==> src/verilog/lsfr_pkg.sv <==
// Constants for the load status and fault register bank.
// Assumes a 32-bit APB slave with 16-bit byte addresses.
`default_nettype none
package lsfr_pkg;
  // ----------------------------------------------------------
  // Bus and register map (index, byte address is index times 4)
  // ----------------------------------------------------------
  localparam int ADDR_W = 16;
  localparam int DATA_W = 32;
  localparam logic [15:0] IDX_FAULT_SUM = 16'h200b;
  localparam logic [15:0] IDX_OP_LO = 16'h200d;
  localparam logic [15:0] IDX_LATCH_REL = 16'h200e;
  localparam logic [15:0] IDX_IN_EN = 16'h2011;
  localparam logic [15:0] IDX_OP_HI = 16'h2020;
  localparam logic [15:0] IDX_START = 16'h2021;
  localparam logic [15:0] ADDR_FAULT_SUM = {IDX_FAULT_SUM[13:0], 2'h0};
  localparam logic [15:0] ADDR_OP_LO = {IDX_OP_LO[13:0], 2'h0};
  localparam logic [15:0] ADDR_LATCH_REL = {IDX_LATCH_REL[13:0], 2'h0};
  localparam logic [15:0] ADDR_IN_EN = {IDX_IN_EN[13:0], 2'h0};
  localparam logic [15:0] ADDR_OP_HI = {IDX_OP_HI[13:0], 2'h0};
  localparam logic [15:0] ADDR_START = {IDX_START[13:0], 2'h0};
  localparam logic RST_IN_EN = 1'h0;
  localparam logic RST_LATCH = 1'h0;
  // ----------------------------------------------------------
  // Raw condition input positions
  // ----------------------------------------------------------
  localparam int COND_W = 18;
  localparam int C_SOCT = 0;
  localparam int C_SOVT = 1;
  localparam int C_SOPT = 2;
  localparam int C_UVT = 3;
  localparam int C_SENSE_OOB = 4;
  localparam int C_TCUR = 5;
  localparam int C_TVOLT = 6;
  localparam int C_LIN_OT = 7;
  localparam int C_RES_OT = 8;
  localparam int C_REG = 9;
  localparam int C_BOOT_FAIL = 13;
  localparam int C_BOOT_WAIT = 14;
  localparam int C_UNDER_MIN = 15;
  localparam int C_REG_LOSS = 16;
  localparam int C_SENSE_USE = 17;
  localparam int REG_W = 4;
  // ----------------------------------------------------------
  // Fault summary word fields
  // ----------------------------------------------------------
  localparam int FAULT_W = 13;
  localparam int FB_HOVP = 0;
  localparam int FB_STRIP = 1;
  localparam int FB_HOCP = 4;
  localparam int FB_HOTP = 5;
  localparam int FB_SENSE_LOSS = 6;
  localparam int FB_CONST = 7;
  localparam int FB_ANY_SOFT = 11;
  localparam int FB_ANY_HARD = 12;
  localparam int SOFT_N = 3;
  // ----------------------------------------------------------
  // Operation status word fields
  // ----------------------------------------------------------
  localparam int OP_W = 64;
  localparam int OB_STANDBY = 0;
  localparam int OB_ACTIVE = 1;
  localparam int OB_TRIP = 4;
  localparam int OB_SOOB = 7;
  localparam int OB_UVT = 8;
  localparam int OB_BFAIL = 12;
  localparam int OB_BWAIT = 13;
  localparam int OB_TCUR = 16;
  localparam int OB_TVOLT = 17;
  localparam int OB_LIN_OT = 18;
  localparam int OB_RES_OT = 27;
  localparam int OB_UMIN = 28;
  localparam int OB_RLOSS = 29;
  localparam int OB_CONST = 32;
  localparam int OB_SENSE = 37;
  localparam int OB_OTEMP = 40;
  localparam int OB_SSHUT = 41;
  localparam int OB_HSHUT = 42;
  localparam int OB_USED = 43;
  // Input state, one-hot
  typedef enum logic [1:0] {
    ST_STANDBY = 2'h1,
    ST_ACTIVE = 2'h2
  } lsfr_in_state_type;
endpackage
`default_nettype wire

==> src/verilog/lsfr_cond_if.sv <==
// Carrier for raw and cleaned condition levels.
// Assumes one clock domain on the cleaned side.
`timescale 1ns/1ps
`default_nettype none
interface lsfr_cond_if #(parameter int W = 1);
  logic [W-1:0] raw;
  logic [W-1:0] clean;
  modport sync (input raw, output clean);
  modport user (output raw, input clean);
endinterface
`default_nettype wire

==> src/verilog/lsfr_cond_sync.sv <==
// Three-stage synchroniser for asynchronous condition levels.
// Assumes levels change far slower than pclk.
`timescale 1ns/1ps
`default_nettype none
module lsfr_cond_sync #(
  parameter int W = 1
) (
  input wire logic pclk,
  input wire logic presetn,
  lsfr_cond_if.sync cif
);
  logic [W-1:0] s1_ff;
  logic [W-1:0] s2_ff;
  logic [W-1:0] s3_ff;
  logic [W-1:0] clean_ff;
  logic [W-1:0] agree;
  logic [W-1:0] nxt_clean;

  // A change counts once stages two and three agree
  assign agree = ~(s2_ff ^ s3_ff);
  assign nxt_clean = (agree & s3_ff) | (~agree & clean_ff);
  assign cif.clean = clean_ff;

  // Sampling chain
  always_ff @(posedge pclk or negedge presetn)
  begin
    if (!presetn)
    begin
      s1_ff <= '0;
      s2_ff <= '0;
      s3_ff <= '0;
      clean_ff <= '0;
    end
    else
    begin
      s1_ff <= cif.raw;
      s2_ff <= s1_ff;
      s3_ff <= s2_ff;
      clean_ff <= nxt_clean;
    end
  end
endmodule
`default_nettype wire

==> src/verilog/lsfr_top.sv <==
// Status, fault summary and input control register bank of a load.
// Assumes condition levels arrive asynchronously on cond_raw and
// software reaches the registers over APB with zero wait states.
`timescale 1ns/1ps
`default_nettype none
module lsfr_top (
  input wire logic pclk,
  input wire logic presetn,
  input wire logic psel,
  input wire logic penable,
  input wire logic pwrite,
  input wire logic [lsfr_pkg::ADDR_W-1:0] paddr,
  input wire logic [lsfr_pkg::DATA_W-1:0] pwdata,
  output logic [lsfr_pkg::DATA_W-1:0] prdata,
  output logic pready,
  output logic pslverr,
  input wire logic [lsfr_pkg::COND_W-1:0] cond_raw,
  output logic load_input_on,
  output logic load_input_hiz
);
  // ----------------------------------------------------------
  // Condition synchroniser
  // ----------------------------------------------------------
  lsfr_cond_if #(.W(lsfr_pkg::COND_W)) cif ();
  assign cif.raw = cond_raw;

  lsfr_cond_sync #(.W(lsfr_pkg::COND_W)) u_sync (
    .pclk(pclk),
    .presetn(presetn),
    .cif(cif)
  );

  logic [lsfr_pkg::COND_W-1:0] c;
  assign c = cif.clean;

  // ----------------------------------------------------------
  // Fault classification
  // ----------------------------------------------------------
  logic soft_overcurrent_trip;
  logic soft_overvoltage_trip;
  logic soft_overpower_trip;
  logic hard_overvoltage_fault;
  logic hard_overcurrent_fault;
  logic hard_otp;
  logic sense_loss_fault;
  logic any_soft_fault;
  logic any_hard_fault;
  logic soft_cause;
  logic fault_now;

  // Trip and protection levels feeding both words
  assign soft_overcurrent_trip = c[lsfr_pkg::C_SOCT];
  assign soft_overvoltage_trip = c[lsfr_pkg::C_SOVT];
  assign soft_overpower_trip = c[lsfr_pkg::C_SOPT];
  assign hard_overvoltage_fault = c[lsfr_pkg::C_TVOLT];
  assign hard_overcurrent_fault = c[lsfr_pkg::C_TCUR];
  assign hard_otp = c[lsfr_pkg::C_LIN_OT] | c[lsfr_pkg::C_RES_OT];
  assign sense_loss_fault = c[lsfr_pkg::C_SENSE_OOB];
  assign any_soft_fault = soft_overcurrent_trip | soft_overvoltage_trip |
                          soft_overpower_trip;
  assign any_hard_fault = hard_overvoltage_fault | hard_overcurrent_fault |
                          hard_otp | sense_loss_fault;
  // Under-voltage trips also shut down as a soft cause
  assign soft_cause = any_soft_fault | c[lsfr_pkg::C_UVT];
  assign fault_now = soft_cause | any_hard_fault;

  // ----------------------------------------------------------
  // APB decode
  // ----------------------------------------------------------
  logic rd_setup;
  logic wr_done;
  logic hit_fault;
  logic hit_op_lo;
  logic hit_op_hi;
  logic hit_latch;
  logic hit_in_en;
  logic hit_start;
  logic hit_any;
  logic rel_req;
  logic rel_ok;
  logic start_req;
  logic in_en_wr;

  // Address match and strobes
  assign hit_fault = paddr == lsfr_pkg::ADDR_FAULT_SUM;
  assign hit_op_lo = paddr == lsfr_pkg::ADDR_OP_LO;
  assign hit_op_hi = paddr == lsfr_pkg::ADDR_OP_HI;
  assign hit_latch = paddr == lsfr_pkg::ADDR_LATCH_REL;
  assign hit_in_en = paddr == lsfr_pkg::ADDR_IN_EN;
  assign hit_start = paddr == lsfr_pkg::ADDR_START;
  assign hit_any = hit_fault | hit_op_lo | hit_op_hi | hit_latch |
                   hit_in_en | hit_start;
  assign rd_setup = psel & ~penable & ~pwrite;
  assign wr_done = psel & penable & pwrite & pready;
  assign pready = 1'b1;
  assign pslverr = psel & penable & ~hit_any;
  assign rel_req = wr_done & hit_latch & pwdata[0];
  assign rel_ok = rel_req & ~fault_now;
  assign start_req = wr_done & hit_start & pwdata[0];
  assign in_en_wr = wr_done & hit_in_en;

  // ----------------------------------------------------------
  // Fault latch and shutdown causes
  // ----------------------------------------------------------
  logic latch_ff;
  logic sshut_ff;
  logic hshut_ff;
  logic in_en_ff;
  logic nxt_latch;
  logic nxt_sshut;
  logic nxt_hshut;
  logic nxt_in_en;

  // A fault in the release cycle wins over the release
  assign nxt_latch = fault_now ? 1'b1 : (rel_ok ? 1'b0 : latch_ff);
  assign nxt_sshut = soft_cause ? 1'b1 : (rel_ok ? 1'b0 : sshut_ff);
  assign nxt_hshut = any_hard_fault ? 1'b1 : (rel_ok ? 1'b0 : hshut_ff);
  assign nxt_in_en = in_en_wr ? pwdata[0] : in_en_ff;

  // Latch, causes and enable flag
  always_ff @(posedge pclk or negedge presetn)
  begin
    if (!presetn)
    begin
      latch_ff <= lsfr_pkg::RST_LATCH;
      sshut_ff <= lsfr_pkg::RST_LATCH;
      hshut_ff <= lsfr_pkg::RST_LATCH;
      in_en_ff <= lsfr_pkg::RST_IN_EN;
    end
    else
    begin
      latch_ff <= nxt_latch;
      sshut_ff <= nxt_sshut;
      hshut_ff <= nxt_hshut;
      in_en_ff <= nxt_in_en;
    end
  end

  // ----------------------------------------------------------
  // Input state
  // ----------------------------------------------------------
  lsfr_pkg::lsfr_in_state_type state_ff;
  lsfr_pkg::lsfr_in_state_type nxt_state;
  logic start_ok;
  logic stop_now;

  // Only a start command brings the input back after release
  assign start_ok = start_req & in_en_ff & ~latch_ff & ~fault_now;
  assign stop_now = ~in_en_ff | latch_ff | fault_now;

  // Standby and active sequencing
  always_comb
  begin
    nxt_state = state_ff;
    unique case (state_ff)
      lsfr_pkg::ST_STANDBY:
      begin
        if (start_ok)
          nxt_state = lsfr_pkg::ST_ACTIVE;
      end
      lsfr_pkg::ST_ACTIVE:
      begin
        if (stop_now)
          nxt_state = lsfr_pkg::ST_STANDBY;
      end
      default:
        nxt_state = lsfr_pkg::ST_STANDBY;
    endcase
  end

  // State register
  always_ff @(posedge pclk or negedge presetn)
  begin
    if (!presetn)
      state_ff <= lsfr_pkg::ST_STANDBY;
    else
      state_ff <= nxt_state;
  end

  // Disabled input is presented as high impedance
  assign load_input_on = state_ff == lsfr_pkg::ST_ACTIVE;
  assign load_input_hiz = ~load_input_on;

  // ----------------------------------------------------------
  // Status words, live except the latched shutdown causes
  // ----------------------------------------------------------
  logic [lsfr_pkg::FAULT_W-1:0] fault_w;
  logic [lsfr_pkg::OP_W-1:0] op_w;

  // Fault summary assembly, unused bits zero
  always_comb
  begin
    fault_w = '0;
    fault_w[lsfr_pkg::FB_HOVP] = hard_overvoltage_fault;
    fault_w[lsfr_pkg::FB_STRIP +: lsfr_pkg::SOFT_N] =
      {soft_overpower_trip, soft_overvoltage_trip, soft_overcurrent_trip};
    fault_w[lsfr_pkg::FB_HOCP] = hard_overcurrent_fault;
    fault_w[lsfr_pkg::FB_HOTP] = hard_otp;
    fault_w[lsfr_pkg::FB_SENSE_LOSS] = sense_loss_fault;
    fault_w[lsfr_pkg::FB_CONST +: lsfr_pkg::REG_W] =
      c[lsfr_pkg::C_REG +: lsfr_pkg::REG_W];
    fault_w[lsfr_pkg::FB_ANY_SOFT] = any_soft_fault;
    fault_w[lsfr_pkg::FB_ANY_HARD] = any_hard_fault;
  end

  // Operation status assembly, shared fields from the same sources as the summary
  always_comb
  begin
    op_w = '0;
    op_w[lsfr_pkg::OB_STANDBY] = ~load_input_on;
    op_w[lsfr_pkg::OB_ACTIVE] = load_input_on;
    op_w[lsfr_pkg::OB_TRIP +: lsfr_pkg::SOFT_N] =
      {soft_overpower_trip, soft_overvoltage_trip, soft_overcurrent_trip};
    op_w[lsfr_pkg::OB_SOOB] = sense_loss_fault;
    op_w[lsfr_pkg::OB_UVT] = c[lsfr_pkg::C_UVT];
    op_w[lsfr_pkg::OB_BFAIL] = c[lsfr_pkg::C_BOOT_FAIL];
    op_w[lsfr_pkg::OB_BWAIT] = c[lsfr_pkg::C_BOOT_WAIT];
    op_w[lsfr_pkg::OB_TCUR] = hard_overcurrent_fault;
    op_w[lsfr_pkg::OB_TVOLT] = hard_overvoltage_fault;
    op_w[lsfr_pkg::OB_LIN_OT] = c[lsfr_pkg::C_LIN_OT];
    op_w[lsfr_pkg::OB_RES_OT] = c[lsfr_pkg::C_RES_OT];
    op_w[lsfr_pkg::OB_UMIN] = c[lsfr_pkg::C_UNDER_MIN];
    op_w[lsfr_pkg::OB_RLOSS] = c[lsfr_pkg::C_REG_LOSS];
    op_w[lsfr_pkg::OB_CONST +: lsfr_pkg::REG_W] =
      c[lsfr_pkg::C_REG +: lsfr_pkg::REG_W];
    op_w[lsfr_pkg::OB_SENSE] = c[lsfr_pkg::C_SENSE_USE];
    op_w[lsfr_pkg::OB_OTEMP] = hard_otp;
    op_w[lsfr_pkg::OB_SSHUT] = sshut_ff;
    op_w[lsfr_pkg::OB_HSHUT] = hshut_ff;
  end

  // ----------------------------------------------------------
  // Read data
  // ----------------------------------------------------------
  logic [lsfr_pkg::DATA_W-1:0] rd_mux;
  logic [lsfr_pkg::DATA_W-1:0] prdata_ff;

  // Read selection; reads have no side effect on any state
  assign rd_mux =
    hit_fault ? {{(lsfr_pkg::DATA_W - lsfr_pkg::FAULT_W){1'b0}},
                 fault_w} :
    hit_op_lo ? op_w[lsfr_pkg::DATA_W-1:0] :
    hit_op_hi ? op_w[lsfr_pkg::OP_W-1:lsfr_pkg::DATA_W] :
    hit_latch ? {{(lsfr_pkg::DATA_W - 1){1'b0}}, latch_ff} :
    hit_in_en ? {{(lsfr_pkg::DATA_W - 1){1'b0}}, in_en_ff} :
    '0;

  // Read data captured in the setup cycle
  always_ff @(posedge pclk or negedge presetn)
  begin
    if (!presetn)
      prdata_ff <= '0;
    else if (rd_setup)
      prdata_ff <= rd_mux;
  end

  assign prdata = prdata_ff;
endmodule
`default_nettype wire

==> config.mk <==
export PLATFORM = sky130hd
export DESIGN_NAME = lsfr_top
export DESIGN_NICKNAME = d
export VERILOG_FILES = /design/src/verilog/lsfr_pkg.sv /design/src/verilog/lsfr_cond_if.sv /design/src/verilog/lsfr_cond_sync.sv /design/src/verilog/lsfr_top.sv
export SDC_FILE = /design/constraint.sdc
export NUM_CORES = 1
export LEC_CHECK = 0
export ABC_AREA = 1
export BUFFER_PORTS_ARGS = -buffer_cell sky130_fd_sc_hd__buf_2
export CORE_MARGIN = 2
export CORE_UTILIZATION = 35
export CTS_BUF_LIST = sky130_fd_sc_hd__clkbuf_2 sky130_fd_sc_hd__clkbuf_4 sky130_fd_sc_hd__clkbuf_8
export DETAILED_ROUTE_END_ITERATION = 6
export GPL_ROUTABILITY_DRIVEN = 0
export RECOVER_POWER = 50
export SLEW_MARGIN = 5
export SYNTH_ARGS = -nofsm -noshare
export SYNTH_HDL_FRONTEND = slang
export SYNTH_HIERARCHICAL = 1
export SYNTH_SLANG_ARGS = --single-unit
==> constraint.sdc <==
create_clock -name pclk -period 1.5 [get_ports pclk]
set_input_delay 0.075 -clock pclk [delete_from_list [all_inputs] [get_ports pclk]]
set_output_delay 0.075 -clock pclk [all_outputs]
set_load 0.01 [all_outputs]
==> results of run 1 <==
==> critical path, delay by kind of cell, from the launching register on <==
kind,cells,cell delay (ns)
DFF,1,0.40
and+or+nand+nor,5,0.77
buffers and inverters,2,0.16
==> synth_stat cells (all sizes together) <==
master and count:
conb 2, a21oi 20, dfstp 1, nand3 13, clkbuf 2, nand2 91, nor4 1, dfrtp 97
nor2 43, o21ai 15, o31ai 3, nor3 2, nand4 4, o22ai 7, buf 16, inv 44
==> layout make-up <==
type,count,area share [%]
Inverter,44,3.60
Tap cell,136,3.71
Timing Repair Buffer,89,12.5
Clock buffer,11,3.30
Clock inverter,5,2.34
Multi-Input combinational cell,212,21.1
Sequential cell,98,53.5
==> worst max path at each step <==
stage	slack, ns	to
after floorplan	0.29	hshut_ff$_DFFE_PN0P_
after global placement	0.11	hshut_ff$_DFFE_PN0P_
after detailed placement	0.08	hshut_ff$_DFFE_PN0P_
after CTS	0.05	hshut_ff$_DFFE_PN0P_
after global routing	-0.04	state_ff[1]$_DFFE_PN0P_
final	0.11	state_ff[1]$_DFFE_PN0P_
==> stage by stage <==
stage                     power, mW  instance area, µm²
after floorplan                3.04                3700
after global placement         3.17                4110
after detailed placement       3.19                4110
after CTS                      5.34                4560
after global routing           5.53                4590
final                          5.28                4590
==> power by group through the flow <==
| stage | clock network (mW) | logic [mW] | registers [mW] |
|---|---|---|---|
| finish | 2.11 | 0.332 | 2.84 |
| global route | 2.29 | 0.379 | 2.86 |
| CTS | 2.16 | 0.336 | 2.84 |
| detailed placement | 0 | 0.297 | 2.89 |
| global placement | 0 | 0.287 | 2.89 |
| floorplan | 0 | 0.166 | 2.87 |
==> layout by cell type, fill, tap and decap left out, drive strengths merged <==
| master | netlist | routed |
|---|---|---|
| nor2 | 43 | 43 |
| nand2 | 91 | 91 |
| nor4 | 1 | 1 |
| clkinv | 0 | 1 |
| dlygate4sd3 | 0 | 19 |
| o31ai | 3 | 3 |
| dfstp | 1 | 1 |
| nand3 | 13 | 13 |
| bufinv | 0 | 3 |
| o22ai | 7 | 7 |
| nor3 | 2 | 2 |
| dfrtp | 97 | 97 |
| clkbuf | 2 | 12 |
| buf | 16 | 69 |
| nand4 | 4 | 4 |
| a21oi | 20 | 20 |
| o21ai | 15 | 15 |
| inv | 44 | 45 |
| conb | 2 | 13 |
==> logic make-up (layout without fill, tap and decap cells) <==
kind of cell           count (synthesis)  count (layout)
AND/OR/NAND/NOR                      154             154
other                                  2              13
buffers and inverters                 62             149
AO/OA/AOI/OAI                         45              45
flip-flops                            98              98
==> metal layers <==
metal,vias to the layer above,GRT usage (%),wire length (µm)
met1,1221,16.5,3180
met4,0,4.89,106
met3,10,4.41,483
met2,63,20.1,3070
li1,1289,-,-
met5,-,0,0
==> timing repair <==
item | 4_1_cts | 5_1_grt
resized for setup | 0 | 3
hold endpoints to repair | 83 | 0
buffers inserted | 0 | 2
hold buffers | 19 | 0
setup endpoints to repair | 0 | 6
==> qor.csv, run 1 <==
metric,value,unit
status,"finished, final reports clean",
worst-case vdd ir drop,0.604,mV
largest family of logic cells by synthesized area,simple AND/OR/NAND/NOR gates,
FP Rows,37,
pwr dens,1150,mW/mm²
relative slew slack,55.9,%
Worst Hold Path Cells,4,
number of instances in the placed design,558,
core area,0.0102,mm²
layout cells sized above 1,21.6,%
antenna violations before repair,0,
vias in the first global route,2482,
Setup CP Type,reg -> reg,
crit share post-route,92.6,%
Layout Utilization,44.9,%
Avg Inst Size Synth,10.1,µm²
die height,106,µm
Slew Limit Fails,0,
hold_sp,pwrite,
Tmin final,1.39,ns
clk_lat worst skew,0.36,ns
Post-route DRC,0,
Place WS,0.0797,ns
area of the multi-input gates,968,µm²
Hold Slack,0.0991,ns
Final HPWL DP,4800,µm
Post-Route WL,6840,µm
clk slew on worst S/H paths,0.10,ns
grt total ovfl,0,
Layout Skew,0.00940,ns
register bit total from synthesis,98,
port bufs,62,
Worst EP arrival,1.69,ns
synthesized instance count,361,
CTS max path bufs,2,
die area,0.0113,mm²
"non-filler cells, final",595,
sequential share of power,53.8,%
Crit-path slowest cell,dfrtp_1,
Worst Hold Class,in -> reg,
num ports,107,
Synth-to-Final Area Change,25.4,%
Post-Synth Adder-Cell Area,0,%
Crit Path Max Fanout,3,
Comb power frac,6.3,%
largest net degree at the start of global routing,44,
root buf cell,clkbuf_8,
# nets final,525,
Slew @ Worst Pin,0.662,ns
YS warnings,6,
max-cap violations,0,
DR pass1 iterations,4,
Fin Setup TNS,0,ns
Final Hold Fails,0,
Starting Density,35.8,%
Worst Hold Path EP,in_en_ff$_DFFE_PN0P_,
first-pass GRT wire length,11400,µm
P_sw,1.17,mW
XOR/XNOR Fraction of Synth Area,0,%
LEAKAGE,2.38,nW
crit-path most repeated cell,inv_1,
Synth top area share,66.3,%
"reg-to-reg slack, setup",0.11,ns
# setup viols final,0,
Fillers,996,
Critical Path RT,1.80,ns
fmax,720,MHz
Chip Width,106,µm
part of the Yosys area used for sequential elements,67.0,%
antenna-violating nets left,0,
Sw Share,22.2,%
Crit. End Element,flop,
drt via density,4.34,
Int Power,4.11,mW
CTS Sinks,98,
Yosys top cell by area,dfrtp_1,
Compound-Gate Fraction of Synth Area,6.60,%
final worst slack,0.111,ns
Reg2Reg Depth,7,
TritonCTS clock tree,built,
CP cell instances,inv_1 -> nand2_1 -> nor4_4 -> nand2_2 -> nor2_1 -> nand3_1 -> inv_1,
clock power share,39.9,%
cts bufs inserted,9,
"top cells by area, synth","dfrtp_1 (66%), nand2_1 (8.9%), inv_1 (4.5%)",
vias post-DR,2583,
register area,0.00245,mm²
simple-gate share of the synthesized area,18.0,%
FF-to-FF End,state_ff[1]$_DFFE_PN0P_,
multiplexer share of the synthesized area,0,%
Tot GR Track Use,12.9,%
First DRT Iteration DRCs,148,
# diodes,0,
H-tree depth,3,
library cells used by synthesis,24,
CP peak stage delay,0.40,ns
drt wl/cell,11.5,µm
Post-Synthesis Cell Area,0.00366,mm²
Startpoint Class,flop,
No activity file was read; power rests on OpenSTA's default activity.
==> run 2: changes to the inputs <==
CELL_PAD_IN_SITES_DETAIL_PLACEMENT = 2   (was default)
CELL_PAD_IN_SITES_GLOBAL_PLACEMENT = 2   (was default)
CORE_UTILIZATION = 32   (was 35)
GPL_TIMING_DRIVEN = 0   (was default)
PLACE_DENSITY_LB_ADDON = 0.1   (was default)
clock period = 1.3 ns   (was 1.5 ns; I/O delays follow)
==> run 2 against run 1 <==
  * The flow now finishes with violations (negative setup slack)
  * Via count increased by 8.2%
  * Sequential power grew 16%
  * Die area up 9.0%
  * Design area up 4.2%
  * Register-to-register slack worse by 0.12 ns
  * Fmax grew 6.0%
  * Power is 10% higher
  * Clock skew is 0.0024 ns lower
  * Clock power down 2%
  * Core utilization is 2.4 points lower
  * Critical path depth is 3 lower
  * Combinational power increased by 38%
==> qor.csv, run 2 (synthesis results as in run 1) <==
metric,value,unit
"reg-to-reg slack, setup",-0.009,ns
area of the multi-input gates,0.00101,mm²
# nets final,548,
port bufs,62,
P_sw,1.38,mW
die height,111,µm
Sw Share,23.7,%
status,"finished, violations left",
Pwr Total,5.82,mW
Post-route DRC,0,
H-tree depth,3,
Worst Hold Path EP,in_en_ff$_DFFE_PN0P_,
RSZ-0062 raised after global routing,true,
grt total ovfl,0,
worst-case vdd ir drop,0.560,mV
failing checks,negative setup slack,
cts bufs inserted,9,
Area after DPL,0.00422,mm²
num ports,107,
Tmin final,1.31,ns
Final HPWL DP,6170,µm
max-cap violations,0,
clk slew on worst S/H paths,0.09,ns
Synth-to-Final Area Change,30.6,%
First DRT Iteration DRCs,38,
core area,0.0113,mm²
"commonest non-fill, non-tap cell in the layout",dfrtp_1,
antenna-violating nets left,0,
CTS Sinks,98,
# setup viols final,1,
Post-Route WL,8760,µm
hold_sp,pwrite,
drt wl/cell,14.0,µm
vias post-DR,2796,
Slew Limit Fails,0,
Worst Hold Class,in -> reg,
Fin Setup TNS,-0.00947,ns
fmax,764,MHz
Int Power,4.44,mW
Chip Width,111,µm
Worst EP arrival,1.56,ns
Final Hold Fails,0,
# diodes,0,
Comb power frac,7.9,%
CTS max path bufs,2,
vias in the first global route,3105,
relative slew slack,42.3,%
largest net degree at the start of global routing,68,
crit share post-route,101,%
layout cells sized above 1,28.0,%
TritonCTS clock tree,built,
register area,0.00245,mm²
CP cell instances,nor4_4 -> nand2_2 -> nor3_4 -> o21ai_1,
pwr dens,1220,mW/mm²
Worst Hold Path Cells,4,
final worst slack,-0.00947,ns
Setup CP Type,reg -> reg,
final instance area,0.00478,mm²
DR pass1 iterations,4,
Hold Slack,0.0726,ns
Fillers,1255,
Tot GR Track Use,15.6,%
drt via density,4.47,
sequential share of power,56.6,%
clk_lat worst skew,0.36,ns
clock power share,35.6,%
Crit. End Element,flop,
Crit Path Max Fanout,5,
Layout Utilization,42.4,%
first-pass GRT wire length,15200,µm
root buf cell,clkbuf_8,
Reg2Reg Depth,4,
CP peak stage delay,0.46,ns
Layout Skew,0.00695,ns
LEAKAGE,2.49,nW
Starting Density,32.5,%
most frequent cells in the layout,"dfrtp_1 (96), nand2_1 (84), buf_2 (61)",
FP Rows,39,
Startpoint Class,flop,
Crit-path slowest cell,dfrtp_2,
die area,0.0123,mm²
Slew @ Worst Pin,0.866,ns
antenna violations before repair,0,
Critical Path RT,1.55,ns
FF-to-FF End,hshut_ff$_DFFE_PN0P_,
## run 2: cell types whose count changed in the layout (fill, tap and decap cells not counted), moves of 2 or more
cell / delta
buf_4: +15
nor2_1: -6
nor2_2: +6
buf_6: +4
clkbuf_1: +3
inv_1: -3
inv_2: +3
o21ai_0: -3
bufinv_16: -2
clkinv_2: +2
nand2_1: -2
nand3_1: -2
nand3_2: +2
o21ai_1: +2
## run 2: worst max-delay path by stage
stage | from | endpoint | slack [ns] | depth (start not counted)
floorplan | flop | hshut_ff$_DFFE_PN0P_ | 0.09 | 4
global placement | presetn | async pin | -0.87 | 1
detailed placement | flop | hshut_ff$_DFFE_PN0P_ | -0.21 | 6
CTS | flop | hshut_ff$_DFFE_PN0P_ | -0.09 | 6
global route | flop | hshut_ff$_DFFE_PN0P_ | -0.13 | 4
finish | flop | hshut_ff$_DFFE_PN0P_ | -0.009 | 4
## run 2: cell type report
cell class / count / share of cell area (%)
sequential: 98 / 51.3
clock inverter: 4 / 1.02
timing repair buffer: 94 / 13.1
tap: 143 / 3.74
inverter: 44 / 3.45
multi-input combinational: 212 / 21.2
clock buffer: 12 / 3.45
buffer: 18 / 2.77
## run 2: through the flow
step                std cells  worst slack, ns
finish                    625         -0.00947
global route              625           -0.129
CTS                       619          -0.0907
detailed placement        578           -0.207
global placement          577           -0.875
floorplan                 372           0.0889
## run 2: per-layer routing
layer,track usage (%),part of all wire (%),up-vias
met5,0,0,-
met4,6.08,1.3,0
met3,3.66,4.3,8
met2,26.2,51,59
met1,19.4,44,1398
li1,-,-,1331
## run 2: worst max-delay path: cells and delay by family (launching register included)
| family | cells | cell delay, ns |
|---|---|---|
| compound gates | 1 | 0.09 |
| flops | 1 | 0.46 |
| simple gates | 3 | 0.65 |
## run 2: what timing repair did
action | CTS | global route
gates cloned | 0 | 1
hold endpoints to repair | 49 | 0
setup endpoints to repair | 8 | 9
gates resized for setup | 14 | 12
setup buffers | 6 | 5
hold buffers | 19 | 0
pin swaps | 4 | 11
## run 2: power by group through the flow
stage / clock network, mW / registers (mW) / logic [mW]
floorplan: 0 / 3.32 / 0.192
global placement: 0 / 3.34 / 0.353
detailed placement: 0 / 3.35 / 0.381
CTS: 2.17 / 3.29 / 0.464
global route: 2.28 / 3.32 / 0.524
finish: 2.07 / 3.29 / 0.457
